## config.mk

```make
export PLATFORM = sky130hd
export DESIGN_NAME = clock_reset_option_logic
export DESIGN_NICKNAME = d
export VERILOG_FILES = /design/src/rtl/clock_reset_option_pkg.sv /design/src/rtl/clock_reset_option_logic.sv
export SDC_FILE = /design/constraint.sdc
export NUM_CORES = 1
export LEC_CHECK = 0
export ABC_AREA = 1
export BUFFER_PORTS_ARGS = -buffer_cell sky130_fd_sc_hd__buf_2
export CELL_PAD_IN_SITES_DETAIL_PLACEMENT = 1
export CELL_PAD_IN_SITES_GLOBAL_PLACEMENT = 2
export CORE_MARGIN = 8
export CORE_UTILIZATION = 24
export CTS_CLUSTER_SIZE = 24
export DETAILED_ROUTE_END_ITERATION = 10
export HOLD_SLACK_MARGIN = 0.06
export PLACE_DENSITY_LB_ADDON = 0.08
export SLEW_MARGIN = 25
export SYNTH_ARGS = -nofsm -noshare
export SYNTH_HDL_FRONTEND = slang
export SYNTH_SLANG_ARGS = --single-unit
export TNS_END_PERCENT = 10
```

## constraint.sdc

```tcl
create_clock -name clock -period 1.4 [get_ports clock]
set_input_delay 0.14 -clock clock [delete_from_list [all_inputs] [get_ports clock]]
set_output_delay 0.14 -clock clock [all_outputs]
set_load 0.1 [all_outputs]
```

## src/rtl/clock_reset_option_pkg.sv

```systemverilog
package clock_reset_option_pkg;
    // oscillator source choices
    localparam logic [1:0] OSC_EXT_CLOCK = 2'h0;
    localparam logic [1:0] OSC_RC_TWO_PIN = 2'h1;
    localparam logic [1:0] OSC_CERAMIC = 2'h2;
    // predivider choices
    localparam logic [1:0] DIV_ONE = 2'h0;
    localparam logic [1:0] DIV_THREE = 2'h1;
    localparam logic [1:0] DIV_FOUR = 2'h2;
    localparam logic [2:0] DIV_ONE_COUNT = 3'h1;
    localparam logic [2:0] DIV_THREE_COUNT = 3'h3;
    localparam logic [2:0] DIV_FOUR_COUNT = 3'h4;
    // timing
    localparam int CLOCK_PERIOD_NS = 100;
    localparam int RESET_LOW_SYS_CYCLES = 4;
    localparam logic [1:0] CYCLE_SYS_LAST = 2'h3;
    localparam int BURST_PERIOD_TCYC = 64;
    localparam logic [5:0] BURST_HALF_LAST = 6'h1f;
    localparam logic [2:0] RESET_FILTER_LAST = 3'h3;
    localparam logic [3:0] SERIAL_LEN_SHORT = 4'h4;
    localparam logic [3:0] SERIAL_LEN_LONG = 4'h8;
    // wishbone register offsets (byte addresses)
    localparam logic [7:0] REG_PORT_CTRL = 8'h00;
    localparam logic [7:0] REG_PORT_DATA = 8'h04;
    localparam logic [7:0] REG_STATUS = 8'h08;
    // control register fields
    localparam int CTRL_SERIAL_EN = 0;
    localparam int CTRL_SERIAL_LONG = 1;
    localparam int CTRL_INT_EN = 2;
    localparam int CTRL_BURST_EN = 3;
    localparam int CTRL_HALT = 4;
    localparam logic [31:0] CTRL_RESET = 32'h0;
    localparam logic [31:0] DATA_RESET = 32'h0;
endpackage : clock_reset_option_pkg

```

## src/rtl/clock_reset_option_logic.sv

```systemverilog
// The Wishbone interface to the registers and the address map were chosen for this implementation.
`timescale 1ns/10ps
`default_nettype none
module clock_reset_option_logic #(
    parameter logic [1:0] OSC_SELECT = 2'h0,
    parameter logic [1:0] DIV_SELECT = 2'h0,
    parameter logic RESET_HIGH_C = 1'b1,
    parameter logic RESET_HIGH_D = 1'b1,
    parameter logic [24:0] PULLUP_BITS = 25'h0,
    parameter logic STANDBY_WHOLE_PORT = 1'b0
) (
    input wire logic clock,
    input wire logic rst,
    input wire logic resetInN,
    input wire logic [31:0] wb_adr_i,
    input wire logic [31:0] wb_dat_i,
    output logic [31:0] wb_dat_o,
    input wire logic wb_we_i,
    input wire logic [3:0] wb_sel_i,
    input wire logic wb_cyc_i,
    input wire logic wb_stb_i,
    output logic wb_ack_o,
    input wire logic [24:0] pinIn,
    output logic [24:0] pinOut,
    output logic [24:0] pinOe,
    output logic [24:0] pullupEn,
    output logic secondOscTerminal,
    output logic systemReset,
    output logic instrStrobe,
    output logic standbyActive,
    output logic extIntReq,
    output logic serialDone
);
    // pin map: 0-3 standby port, 4-7 port C, 8-11 port D, 12-15 burst port,
    // 16-19 shared serial port, 20-23 port G, 24 shared oscillator bit
    typedef struct packed {
        logic [2:0] divCnt;
        logic [1:0] phase;
        logic [5:0] burstCnt;
        logic burstLevel;
        logic [2:0] resetLowCnt;
        logic resetHold;
        logic [31:0] ctrl;
        logic [31:0] data;
        logic halted;
        logic ack;
        logic [31:0] rdata;
        logic [2:0] intSync;
        logic extInt;
        logic [3:0] bitCnt;
        logic [7:0] shift;
        logic serialBusy;
        logic done;
    } state_t;
    state_t cur_ff, nxt_ff;
    logic [2:0] divLimit;
    logic sysTick;
    logic instrTick;
    logic wakeUp;
    logic sckRise;
    logic [31:0] statusWord;

    // divide count fixed by option; RC is forced undivided
    always_comb begin
        if (OSC_SELECT == clock_reset_option_pkg::OSC_RC_TWO_PIN) begin
            divLimit = clock_reset_option_pkg::DIV_ONE_COUNT;
        end else if (DIV_SELECT == clock_reset_option_pkg::DIV_THREE) begin
            divLimit = clock_reset_option_pkg::DIV_THREE_COUNT;
        end else if (DIV_SELECT == clock_reset_option_pkg::DIV_FOUR) begin
            divLimit = clock_reset_option_pkg::DIV_FOUR_COUNT;
        end else begin
            divLimit = clock_reset_option_pkg::DIV_ONE_COUNT;
        end
    end

    assign sysTick = (cur_ff.divCnt == divLimit - 3'h1);
    assign instrTick = sysTick && (cur_ff.phase == clock_reset_option_pkg::CYCLE_SYS_LAST);
    assign wakeUp = STANDBY_WHOLE_PORT ? (pinIn[3:0] != 4'h0) : pinIn[3];
    assign sckRise = cur_ff.intSync[1] & ~cur_ff.intSync[2];
    assign statusWord = {25'h0, cur_ff.serialBusy, cur_ff.done, cur_ff.extInt,
        cur_ff.resetHold, cur_ff.halted, cur_ff.burstLevel, 1'b0};

    // next state
    always_comb begin
        nxt_ff = cur_ff;
        nxt_ff.ack = 1'b0;
        nxt_ff.divCnt = sysTick ? 3'h0 : cur_ff.divCnt + 3'h1;
        if (sysTick) begin
            nxt_ff.phase = cur_ff.phase + 2'h1;
            // reset filter counts system clocks of low input
            if (!resetInN) begin
                if (cur_ff.resetLowCnt == clock_reset_option_pkg::RESET_FILTER_LAST) begin
                    nxt_ff.resetHold = 1'b1;
                end else begin
                    nxt_ff.resetLowCnt = cur_ff.resetLowCnt + 3'h1;
                end
            end else begin
                nxt_ff.resetLowCnt = 3'h0;
                nxt_ff.resetHold = 1'b0;
            end
        end
        // burst pulse: 32 cycles high, 32 low
        if (instrTick) begin
            if (cur_ff.burstCnt == clock_reset_option_pkg::BURST_HALF_LAST) begin
                nxt_ff.burstCnt = 6'h0;
                nxt_ff.burstLevel = ~cur_ff.burstLevel;
            end else begin
                nxt_ff.burstCnt = cur_ff.burstCnt + 6'h1;
            end
        end
        // standby release on wake-up (entry is by the halt bit of a control register write)
        if (cur_ff.halted && wakeUp) begin
            nxt_ff.halted = 1'b0;
        end
        // external interrupt and serial clock sampling on shared port
        nxt_ff.intSync = {cur_ff.intSync[1:0], pinIn[18]};
        if (cur_ff.ctrl[clock_reset_option_pkg::CTRL_INT_EN] && pinIn[19]) begin
            nxt_ff.extInt = 1'b1;
        end
        if (cur_ff.serialBusy && sckRise) begin
            nxt_ff.shift = {cur_ff.shift[6:0], pinIn[16]};
            nxt_ff.bitCnt = cur_ff.bitCnt - 4'h1;
            if (cur_ff.bitCnt == 4'h1) begin
                nxt_ff.serialBusy = 1'b0;
                nxt_ff.done = 1'b1;
            end
        end
        // wishbone slave, one wait state
        if (wb_cyc_i && wb_stb_i && !cur_ff.ack) begin
            nxt_ff.ack = 1'b1;
            unique case (wb_adr_i[7:0])
                clock_reset_option_pkg::REG_PORT_CTRL: nxt_ff.rdata = cur_ff.ctrl;
                clock_reset_option_pkg::REG_PORT_DATA: nxt_ff.rdata = cur_ff.data;
                clock_reset_option_pkg::REG_STATUS: nxt_ff.rdata = statusWord;
                default: nxt_ff.rdata = 32'h0;
            endcase
            if (wb_we_i && wb_sel_i[0]) begin
                if (wb_adr_i[7:0] == clock_reset_option_pkg::REG_PORT_CTRL) begin
                    nxt_ff.ctrl[7:0] = wb_dat_i[7:0];
                    nxt_ff.halted = wb_dat_i[clock_reset_option_pkg::CTRL_HALT];
                    if (wb_dat_i[clock_reset_option_pkg::CTRL_SERIAL_EN]) begin
                        nxt_ff.serialBusy = 1'b1;
                        nxt_ff.bitCnt = wb_dat_i[clock_reset_option_pkg::CTRL_SERIAL_LONG]
                            ? clock_reset_option_pkg::SERIAL_LEN_LONG
                            : clock_reset_option_pkg::SERIAL_LEN_SHORT;
                    end
                end else if (wb_adr_i[7:0] == clock_reset_option_pkg::REG_STATUS) begin
                    // write one clears; a same-cycle event wins
                    if (wb_dat_i[3] && !(cur_ff.ctrl[clock_reset_option_pkg::CTRL_INT_EN] && pinIn[19])) begin
                        nxt_ff.extInt = 1'b0;
                    end
                    if (wb_dat_i[4] && !(cur_ff.serialBusy && sckRise && cur_ff.bitCnt == 4'h1)) begin
                        nxt_ff.done = 1'b0;
                    end
                end
            end
            if (wb_we_i && wb_adr_i[7:0] == clock_reset_option_pkg::REG_PORT_DATA) begin
                for (int b = 0; b < 4; b++) begin
                    if (wb_sel_i[b]) begin
                        nxt_ff.data[b*8 +: 8] = wb_dat_i[b*8 +: 8];
                    end
                end
            end
        end
        if (cur_ff.resetHold) begin
            nxt_ff.ctrl = clock_reset_option_pkg::CTRL_RESET;
            nxt_ff.data = clock_reset_option_pkg::DATA_RESET;
            nxt_ff.halted = 1'b0;
        end
    end

    // state register
    always_ff @(posedge clock) begin
        if (rst) begin
            cur_ff <= '0;
        end else begin
            cur_ff <= nxt_ff;
        end
    end

    // per-pin drive: low drive only, release means high
    genvar g;
    generate
        for (g = 0; g < 25; g++) begin : g_pin
            logic wantHigh;
            always_comb begin
                if (cur_ff.resetHold && g >= 4 && g < 8) begin
                    wantHigh = RESET_HIGH_C;
                end else if (cur_ff.resetHold && g >= 8 && g < 12) begin
                    wantHigh = RESET_HIGH_D;
                end else if (cur_ff.resetHold) begin
                    wantHigh = 1'b1;
                end else if (g == 12 && cur_ff.ctrl[clock_reset_option_pkg::CTRL_BURST_EN]) begin
                    wantHigh = cur_ff.burstLevel;
                end else if (g == 17 && cur_ff.serialBusy) begin
                    wantHigh = cur_ff.shift[7];
                end else begin
                    wantHigh = cur_ff.data[g];
                end
            end
            if (g == 24) begin : g_shared
                // two-pin oscillator takes the pin from the port
                assign pinOe[g] = (OSC_SELECT != clock_reset_option_pkg::OSC_EXT_CLOCK) ? 1'b1 : wantHigh;
                assign pinOut[g] = 1'b0;
                assign pullupEn[g] = (OSC_SELECT == clock_reset_option_pkg::OSC_EXT_CLOCK)
                    && PULLUP_BITS[g];
            end else begin : g_port
                assign pinOe[g] = wantHigh;
                assign pinOut[g] = 1'b0;
                assign pullupEn[g] = PULLUP_BITS[g];
            end
        end
    endgenerate

    assign secondOscTerminal = (OSC_SELECT != clock_reset_option_pkg::OSC_EXT_CLOCK);
    assign systemReset = cur_ff.resetHold;
    assign instrStrobe = instrTick;
    assign standbyActive = cur_ff.halted;
    assign extIntReq = cur_ff.extInt;
    assign serialDone = cur_ff.done;
    assign wb_ack_o = cur_ff.ack;
    assign wb_dat_o = cur_ff.rdata;

    // checks
    a_div_period: assert property (@(posedge clock) disable iff (rst)
        sysTick |=> !sysTick [*2] ##1 sysTick or
        divLimit != clock_reset_option_pkg::DIV_THREE_COUNT) else $error("divide by three broken");
    a_rc_undivided: assert property (@(posedge clock) disable iff (rst)
        OSC_SELECT == clock_reset_option_pkg::OSC_RC_TWO_PIN |-> sysTick) else $error("rc divided");
    a_reset_level: assert property (@(posedge clock) disable iff (rst)
        cur_ff.resetHold |-> pinOe[7:4] == {4{RESET_HIGH_C}}) else $error("reset level wrong");
    a_pullup_map: assert property (@(posedge clock) disable iff (rst)
        pullupEn[23:0] == PULLUP_BITS[23:0]) else $error("pullup map wrong");
    a_shared_osc: assert property (@(posedge clock) disable iff (rst)
        secondOscTerminal |-> pinOe[24] && !pullupEn[24]) else $error("shared pin driven");
    a_instr_four: assert property (@(posedge clock) disable iff (rst)
        instrTick |-> $past(cur_ff.phase) == 2'h2 || divLimit != clock_reset_option_pkg::DIV_ONE_COUNT)
        else $error("instruction cycle length");
    a_burst_toggle: assert property (@(posedge clock) disable iff (rst)
        instrTick && cur_ff.burstCnt == 6'h1f |=> $changed(cur_ff.burstLevel)) else $error("burst half");
    a_wake_release: assert property (@(posedge clock) disable iff (rst)
        cur_ff.halted && wakeUp && !cur_ff.resetHold && !(wb_cyc_i && wb_stb_i) |=> !standbyActive)
        else $error("standby not released");
    a_serial_len: assert property (@(posedge clock) disable iff (rst)
        cur_ff.serialBusy |-> cur_ff.bitCnt <= 4'h8 && cur_ff.bitCnt != 4'h0) else $error("serial len");
    a_int_latch: assert property (@(posedge clock) disable iff (rst)
        cur_ff.ctrl[2] && pinIn[19] |=> extIntReq) else $error("interrupt lost");
    a_reset_filter: assert property (@(posedge clock) disable iff (rst)
        $rose(systemReset) |-> $past(cur_ff.resetLowCnt) == 3'h3) else $error("reset too early");
    c_burst: cover property (@(posedge clock) $rose(cur_ff.burstLevel));
    c_wake: cover property (@(posedge clock) $fell(standbyActive));
    c_serial: cover property (@(posedge clock) $rose(serialDone));
    c_reset: cover property (@(posedge clock) $rose(systemReset));
endmodule : clock_reset_option_logic
`default_nettype wire

```

# Word-level counts from Yosys, hierarchy flattened
# Index checks and enable logic that the tools add are counted.
# W data, S select, Z words.
# word_totals
regBits	108
elab_cells	116
ram_bits	0
latch_bits	0
input_bits	99
output_inout_bits	114
memories	0
rom_bits	0
# classes
div	0
n_mux	54
eq_ne	7
shifts	0
magnitude_cmp	0
n_addsub	5
n_mul	0
n_reduce_logical	27
bitwise	3
# op_table
cell	count
$pmux W32 S3	1
$mux W1	40
$mux W34	1
$mux W4	4
$reduce_and A3 Y1	5
$mux W14	1
$logic_and A1 B1 Y1	11
$mux W5	2
$eq A8 B3 Y1 const B	1
$eq A8 B4 Y1 const B	1
$logic_not A8 Y1	1
$add A3 B1 Y3 const B	2
$add A6 B1 Y6 const B	1
$eq A6 B5 Y1 const B	1
$mux W2	3
$mux W6	1
$reduce_and A2 Y1	3
$eq A4 B1 Y1 const B	1
$reduce_or A2 Y1	2
$sub A4 B1 Y4 const B	1
$eq A3 B2 Y1 const B	1
$logic_not A1 Y1	3
$logic_not A3 Y1	1
$mux W3	1
other kinds (6)	7

# Longest topological paths before layout
# logic_depth
depth_word	11
ltp_mapped	10

# Least setup slack after synthesis
# Ideal clock, no wire load.
# synth_path
path_type	register to output
startpoint	register cur_ff, in the netlist systemReset
endpoint	output pinOe[17]
path_slack_ns	-0.618
t_required_ns	1.260
t_arrival_ns	1.878
path_stages_with_launch	6
path_cell_list	dfxtp_1 clkbuf_1 clkbuf_1 a21oi_1 o21ai_0 buf_4
# synth_via
elab_chain_len	1
# synth_rtl
element	line_no	rtl
from (decl)	clock_reset_option_logic.sv:55	state_t cur_ff, nxt_ff;
from (signal assigned)	clock_reset_option_logic.sv:177	cur_ff <= nxt_ff;
$mux W1	clock_reset_option_logic.sv:191	end else if (cur_ff.resetHold) begin
to (decl)	clock_reset_option_logic.sv:25	output logic [24:0] pinOe,
# No other way between the ends.

# Worst setup path after layout
# layout_path
startpoint	register cur_ff, in the netlist systemReset
endpoint	output pinOe[10]
# layout_via
elab_chain_len	1
# layout_rtl
element	line_no	rtl
$mux W1	clock_reset_option_logic.sv:189	end else if (cur_ff.resetHold && g >= 8 && g < 12) begin
# No other way between the ends.

==> impl_table.tex <==
\begin{tabular}{lr}
\hline
Metric & Value \\
\hline
\multicolumn{2}{l}{\textbf{Outcome}} \\
Outcome & complete, but fails checks \\
Violated checks & negative setup slack \\
\multicolumn{2}{l}{\textbf{Yosys}} \\
Synthesized netlist cell count & 725 \\
Post-synthesis sequential area ratio & 39.7\% \\
Synth cell types & 34 \\
Synthesized area divided by synthesized cell count & 7.51 µm² \\
Fraction of synthesis flops using an asynchronous set or reset pin & 0\% \\
Number of enable flip-flop cells after synthesis & 0 \\
Post-Syn Area & 5440 µm² \\
Leading register cell type out of synthesis & dfxtp\_1 \\
Warnings, synthesis & 0 \\
Seq cells post-synth & between 100 and 150 \\
\multicolumn{2}{l}{\textbf{Finish}} \\
Share of post-route cells with drive strength above 1 & 28.3\% \\
Fill count & 2708 \\
Final non-filler cell total & roughly 1100 \\
Synthesis-to-finish area growth & 31.9\% \\
Antenna cell count & 0 \\
Final instance area & 7180 µm² \\
Most frequent cells in the layout & 108 x nand2\_1, 104 x nor2\_1, 100 x dfxtp\_1, 88 x buf\_2, 60 x o21ai\_0 \\
Commonest non-fill, non-tap cell in the layout & nand2\_1 \\
Number of nets in the layout & 948 \\
\multicolumn{2}{l}{\textbf{GRT}} \\
Pin count of the biggest net entering global routing & 49 \\
Vias in the first global route & 4956 \\
Global router's overall resource usage & about an eighth \\
Overflow left after global routing & 0 \\
First-pass GRT wire length & 27400 µm \\
Number of antenna violations at the first check in global routing & 0 \\
\multicolumn{2}{l}{\textbf{Timing}} \\
Share of the clock period used by the worst path after layout & 104\% \\
Setup WS post-layout & -52.9 ps \\
Setup repair after global routing missed its margin & true \\
Number of failing hold endpoints at the final stage & 0 \\
Accumulated negative setup slack & -609 ps \\
\# setup viols final & 17 \\
Max Fclk & 688 MHz \\
Worst Skew & between 9 and 10 ps \\
Fin crit period & 1450 ps \\
Headroom to the max-slew limit & 65.6\% \\
Transition at the pin with the smallest max-transition slack & roughly 520 ps \\
Final number of max-transition violations & 0 \\
Minimum hold slack & 61.8 ps \\
\multicolumn{2}{l}{\textbf{Floorplanning}} \\
Area of the core & about 22000 µm² \\
Number of rows created at floorplan & 55 \\
Io pins & 213 \\
Die footprint & 27800 µm² \\
DIE HEIGHT & 167 µm \\
Initial core utilization & 24.3\% \\
Die span in x & between 150 and 200 µm \\
\multicolumn{2}{l}{\textbf{Worst setup path}} \\
Worst setup SP type & register \\
Critical path class & register to output pin \\
CP Capture Type & output pin \\
Ordered cell list for the critical path & buf\_8, or2\_4, buf\_12 \\
Slowest library cell on the worst path & dfxtp\_4 \\
Worst path required time & 1260 ps \\
Maximum fanout along the worst path & 8 \\
Worst endpoint data arrival time & 1310 ps \\
Largest incremental delay on the critical path & 390 ps \\
\multicolumn{2}{l}{\textbf{Drt}} \\
Mean routed wirelength per cell & approximately 15 µm \\
Pre-antenna DRT Iters & 4 \\
Initial DRC count & about 110 \\
DRC errors left & 0 \\
Vias & 4657 \\
Detailed-route wire length & 16900 µm \\
Ratio of routed vias to standard cells & 4.12 \\
Number of nets still failing antenna checks after routing & 0 \\
\multicolumn{2}{l}{\textbf{Placement}} \\
Port Buf Inserts & 116 \\
Final estimated routing congestion in global placement & 0.724 \\
Post-place instance area & 6360 µm² \\
Placed cell count & 1080 \\
Detailed placement HPWL & 13000 µm \\
\multicolumn{2}{l}{\textbf{Clocking}} \\
Clock transition time at the flip-flop clock pins of the worst setup and hold paths & 70 ps \\
CTS tree & done \\
Bufs on Longest Clock Path & 2 \\
Clock latency reported for the late side of the worst-skew pair & 360 ps \\
H-tree level count & 3 \\
Number of buffers created by CTS & 9 \\
CTS Root Buffer Type & clkbuf\_16 \\
Number of clock sinks & approximately 110 \\
\multicolumn{2}{l}{\textbf{Job}} \\
MaxCap Viol Count & 0 \\
\multicolumn{2}{l}{\textbf{Worst hold path}} \\
Path category of the worst min-delay check & input port to register \\
\multicolumn{2}{l}{\textbf{Power}} \\
Worst vdd rail ir drop & approximately 0.00057 V \\
Static leakage power & 3.24 nW \\
Power density over the cells & about 1000 nW/µm² \\
\hline
\end{tabular}
synthesized netlist by cell type, types with 3 or more instances:
cell type	count	area share (%)
buf_6	3	0.62
xnor2_1	3	0.48
inv_1	44	3.0
dfxtp_1	108	40
o21ai_1	3	0.28
nand3_1	31	2.8
nor2_4	5	1.0
buf_4	108	15
nand3_4	3	0.97
nor3_2	3	0.55
buf_2	10	0.92
or2_2	15	1.7
inv_2	3	0.21
nand4_1	3	0.34
nand2_1	117	8.1
nand2_2	3	0.34
clkbuf_1	13	0.90
nor2_1	106	7.3
o21ai_0	63	5.8
a21oi_1	56	5.1
ha_1	8	1.8
report_power, final:
group | switching (mW) | internal [mW] | leakage, nW
sequential | 0.0325 | 3.13 | 0.879
combinational | 1.21 | 0.259 | 2.21
clock | 1.19 | 1.61 | 0.159
flip-flops by register name, summed over array words and instances, names as in the netlist:
register and flops:
cur_ff 71, systemReset 1, wb_ack_o 1, extIntReq 1, serialDone 1, wb_dat_o 32
standbyActive 1
final cells by class:
cell class,count,area (µm²),share of cell area (%)
multi-input cells,482,2420,33.8
flip-flops and latches,108,2170,30.3
repair buffers,190,1700,23.7
well taps,285,357,4.97
clock buffers,11,243,3.38
inverters,50,200,2.79
clock inverters,5,75.1,1.05
critical path: cells and delay by family, from the launching register on:
kind / cells / cell delay (ps)
buffers and inverters: 2 / 320
AND/OR/NAND/NOR: 1 / 250
flip-flops: 1 / 390
metrics by stage:
step	util (%)	total power, mW	setup slack, ps
3_5_place_dp	28.4	4.63	-17.2
6_report	32.0	7.43	-52.9
2_1_floorplan	-	4.52	-378
4_1_cts	31.8	7.58	-79.8
3_3_place_gp	28.4	4.62	29.9
5_1_grt	32.0	7.78	-106
path summary, 6_finish.rpt:
kind	cells past startpoint	startpoint	slack, ps	to
worst max-delay path	3	systemReset$_SDFFE_PP0P_	-50	pinOe[10]
worst max register to register	9	cur_ff[127]$_SDFFE_PP0P_	80	cur_ff[126]$_SDFFE_PP0P_
worst min-delay path	3	wb_dat_i[12]	60	cur_ff[64]$_SDFFE_PP0P_
worst min register to register	2	cur_ff[15]$_SDFF_PP0_	410	cur_ff[16]$_SDFF_PP0_
per-layer routing:
metal,share of wire [%],GRT usage [%]
met5,0,0
met4,0.94,2.23
met3,4.4,3.55
met2,50,21.6
met1,44,14.8
cell families (layout without fill, tap and decap cells):
kind of cell,after synthesis,after routing,share of synthesized area (%)
AOI/OAI and AO/OA,126,126,11.7
other,1,51,0.0689
xor gates and xnor gates,5,5,0.805
adders and majority gates,8,8,1.84
buffers and inverters,185,256,21.3
DFF,108,108,39.7
and+or+nand+nor,292,292,24.5
what timing repair did:
action / in CTS / in global routing
buffers inserted: 5 / 0
pin swaps: 4 / 3
setup endpoints to repair: 28 / 38
hold buffers: 29 / 1
hold endpoints to repair: 30 / 1
gates resized for setup: 46 / 9
Note: power is estimated with default switching activity, not from simulation.
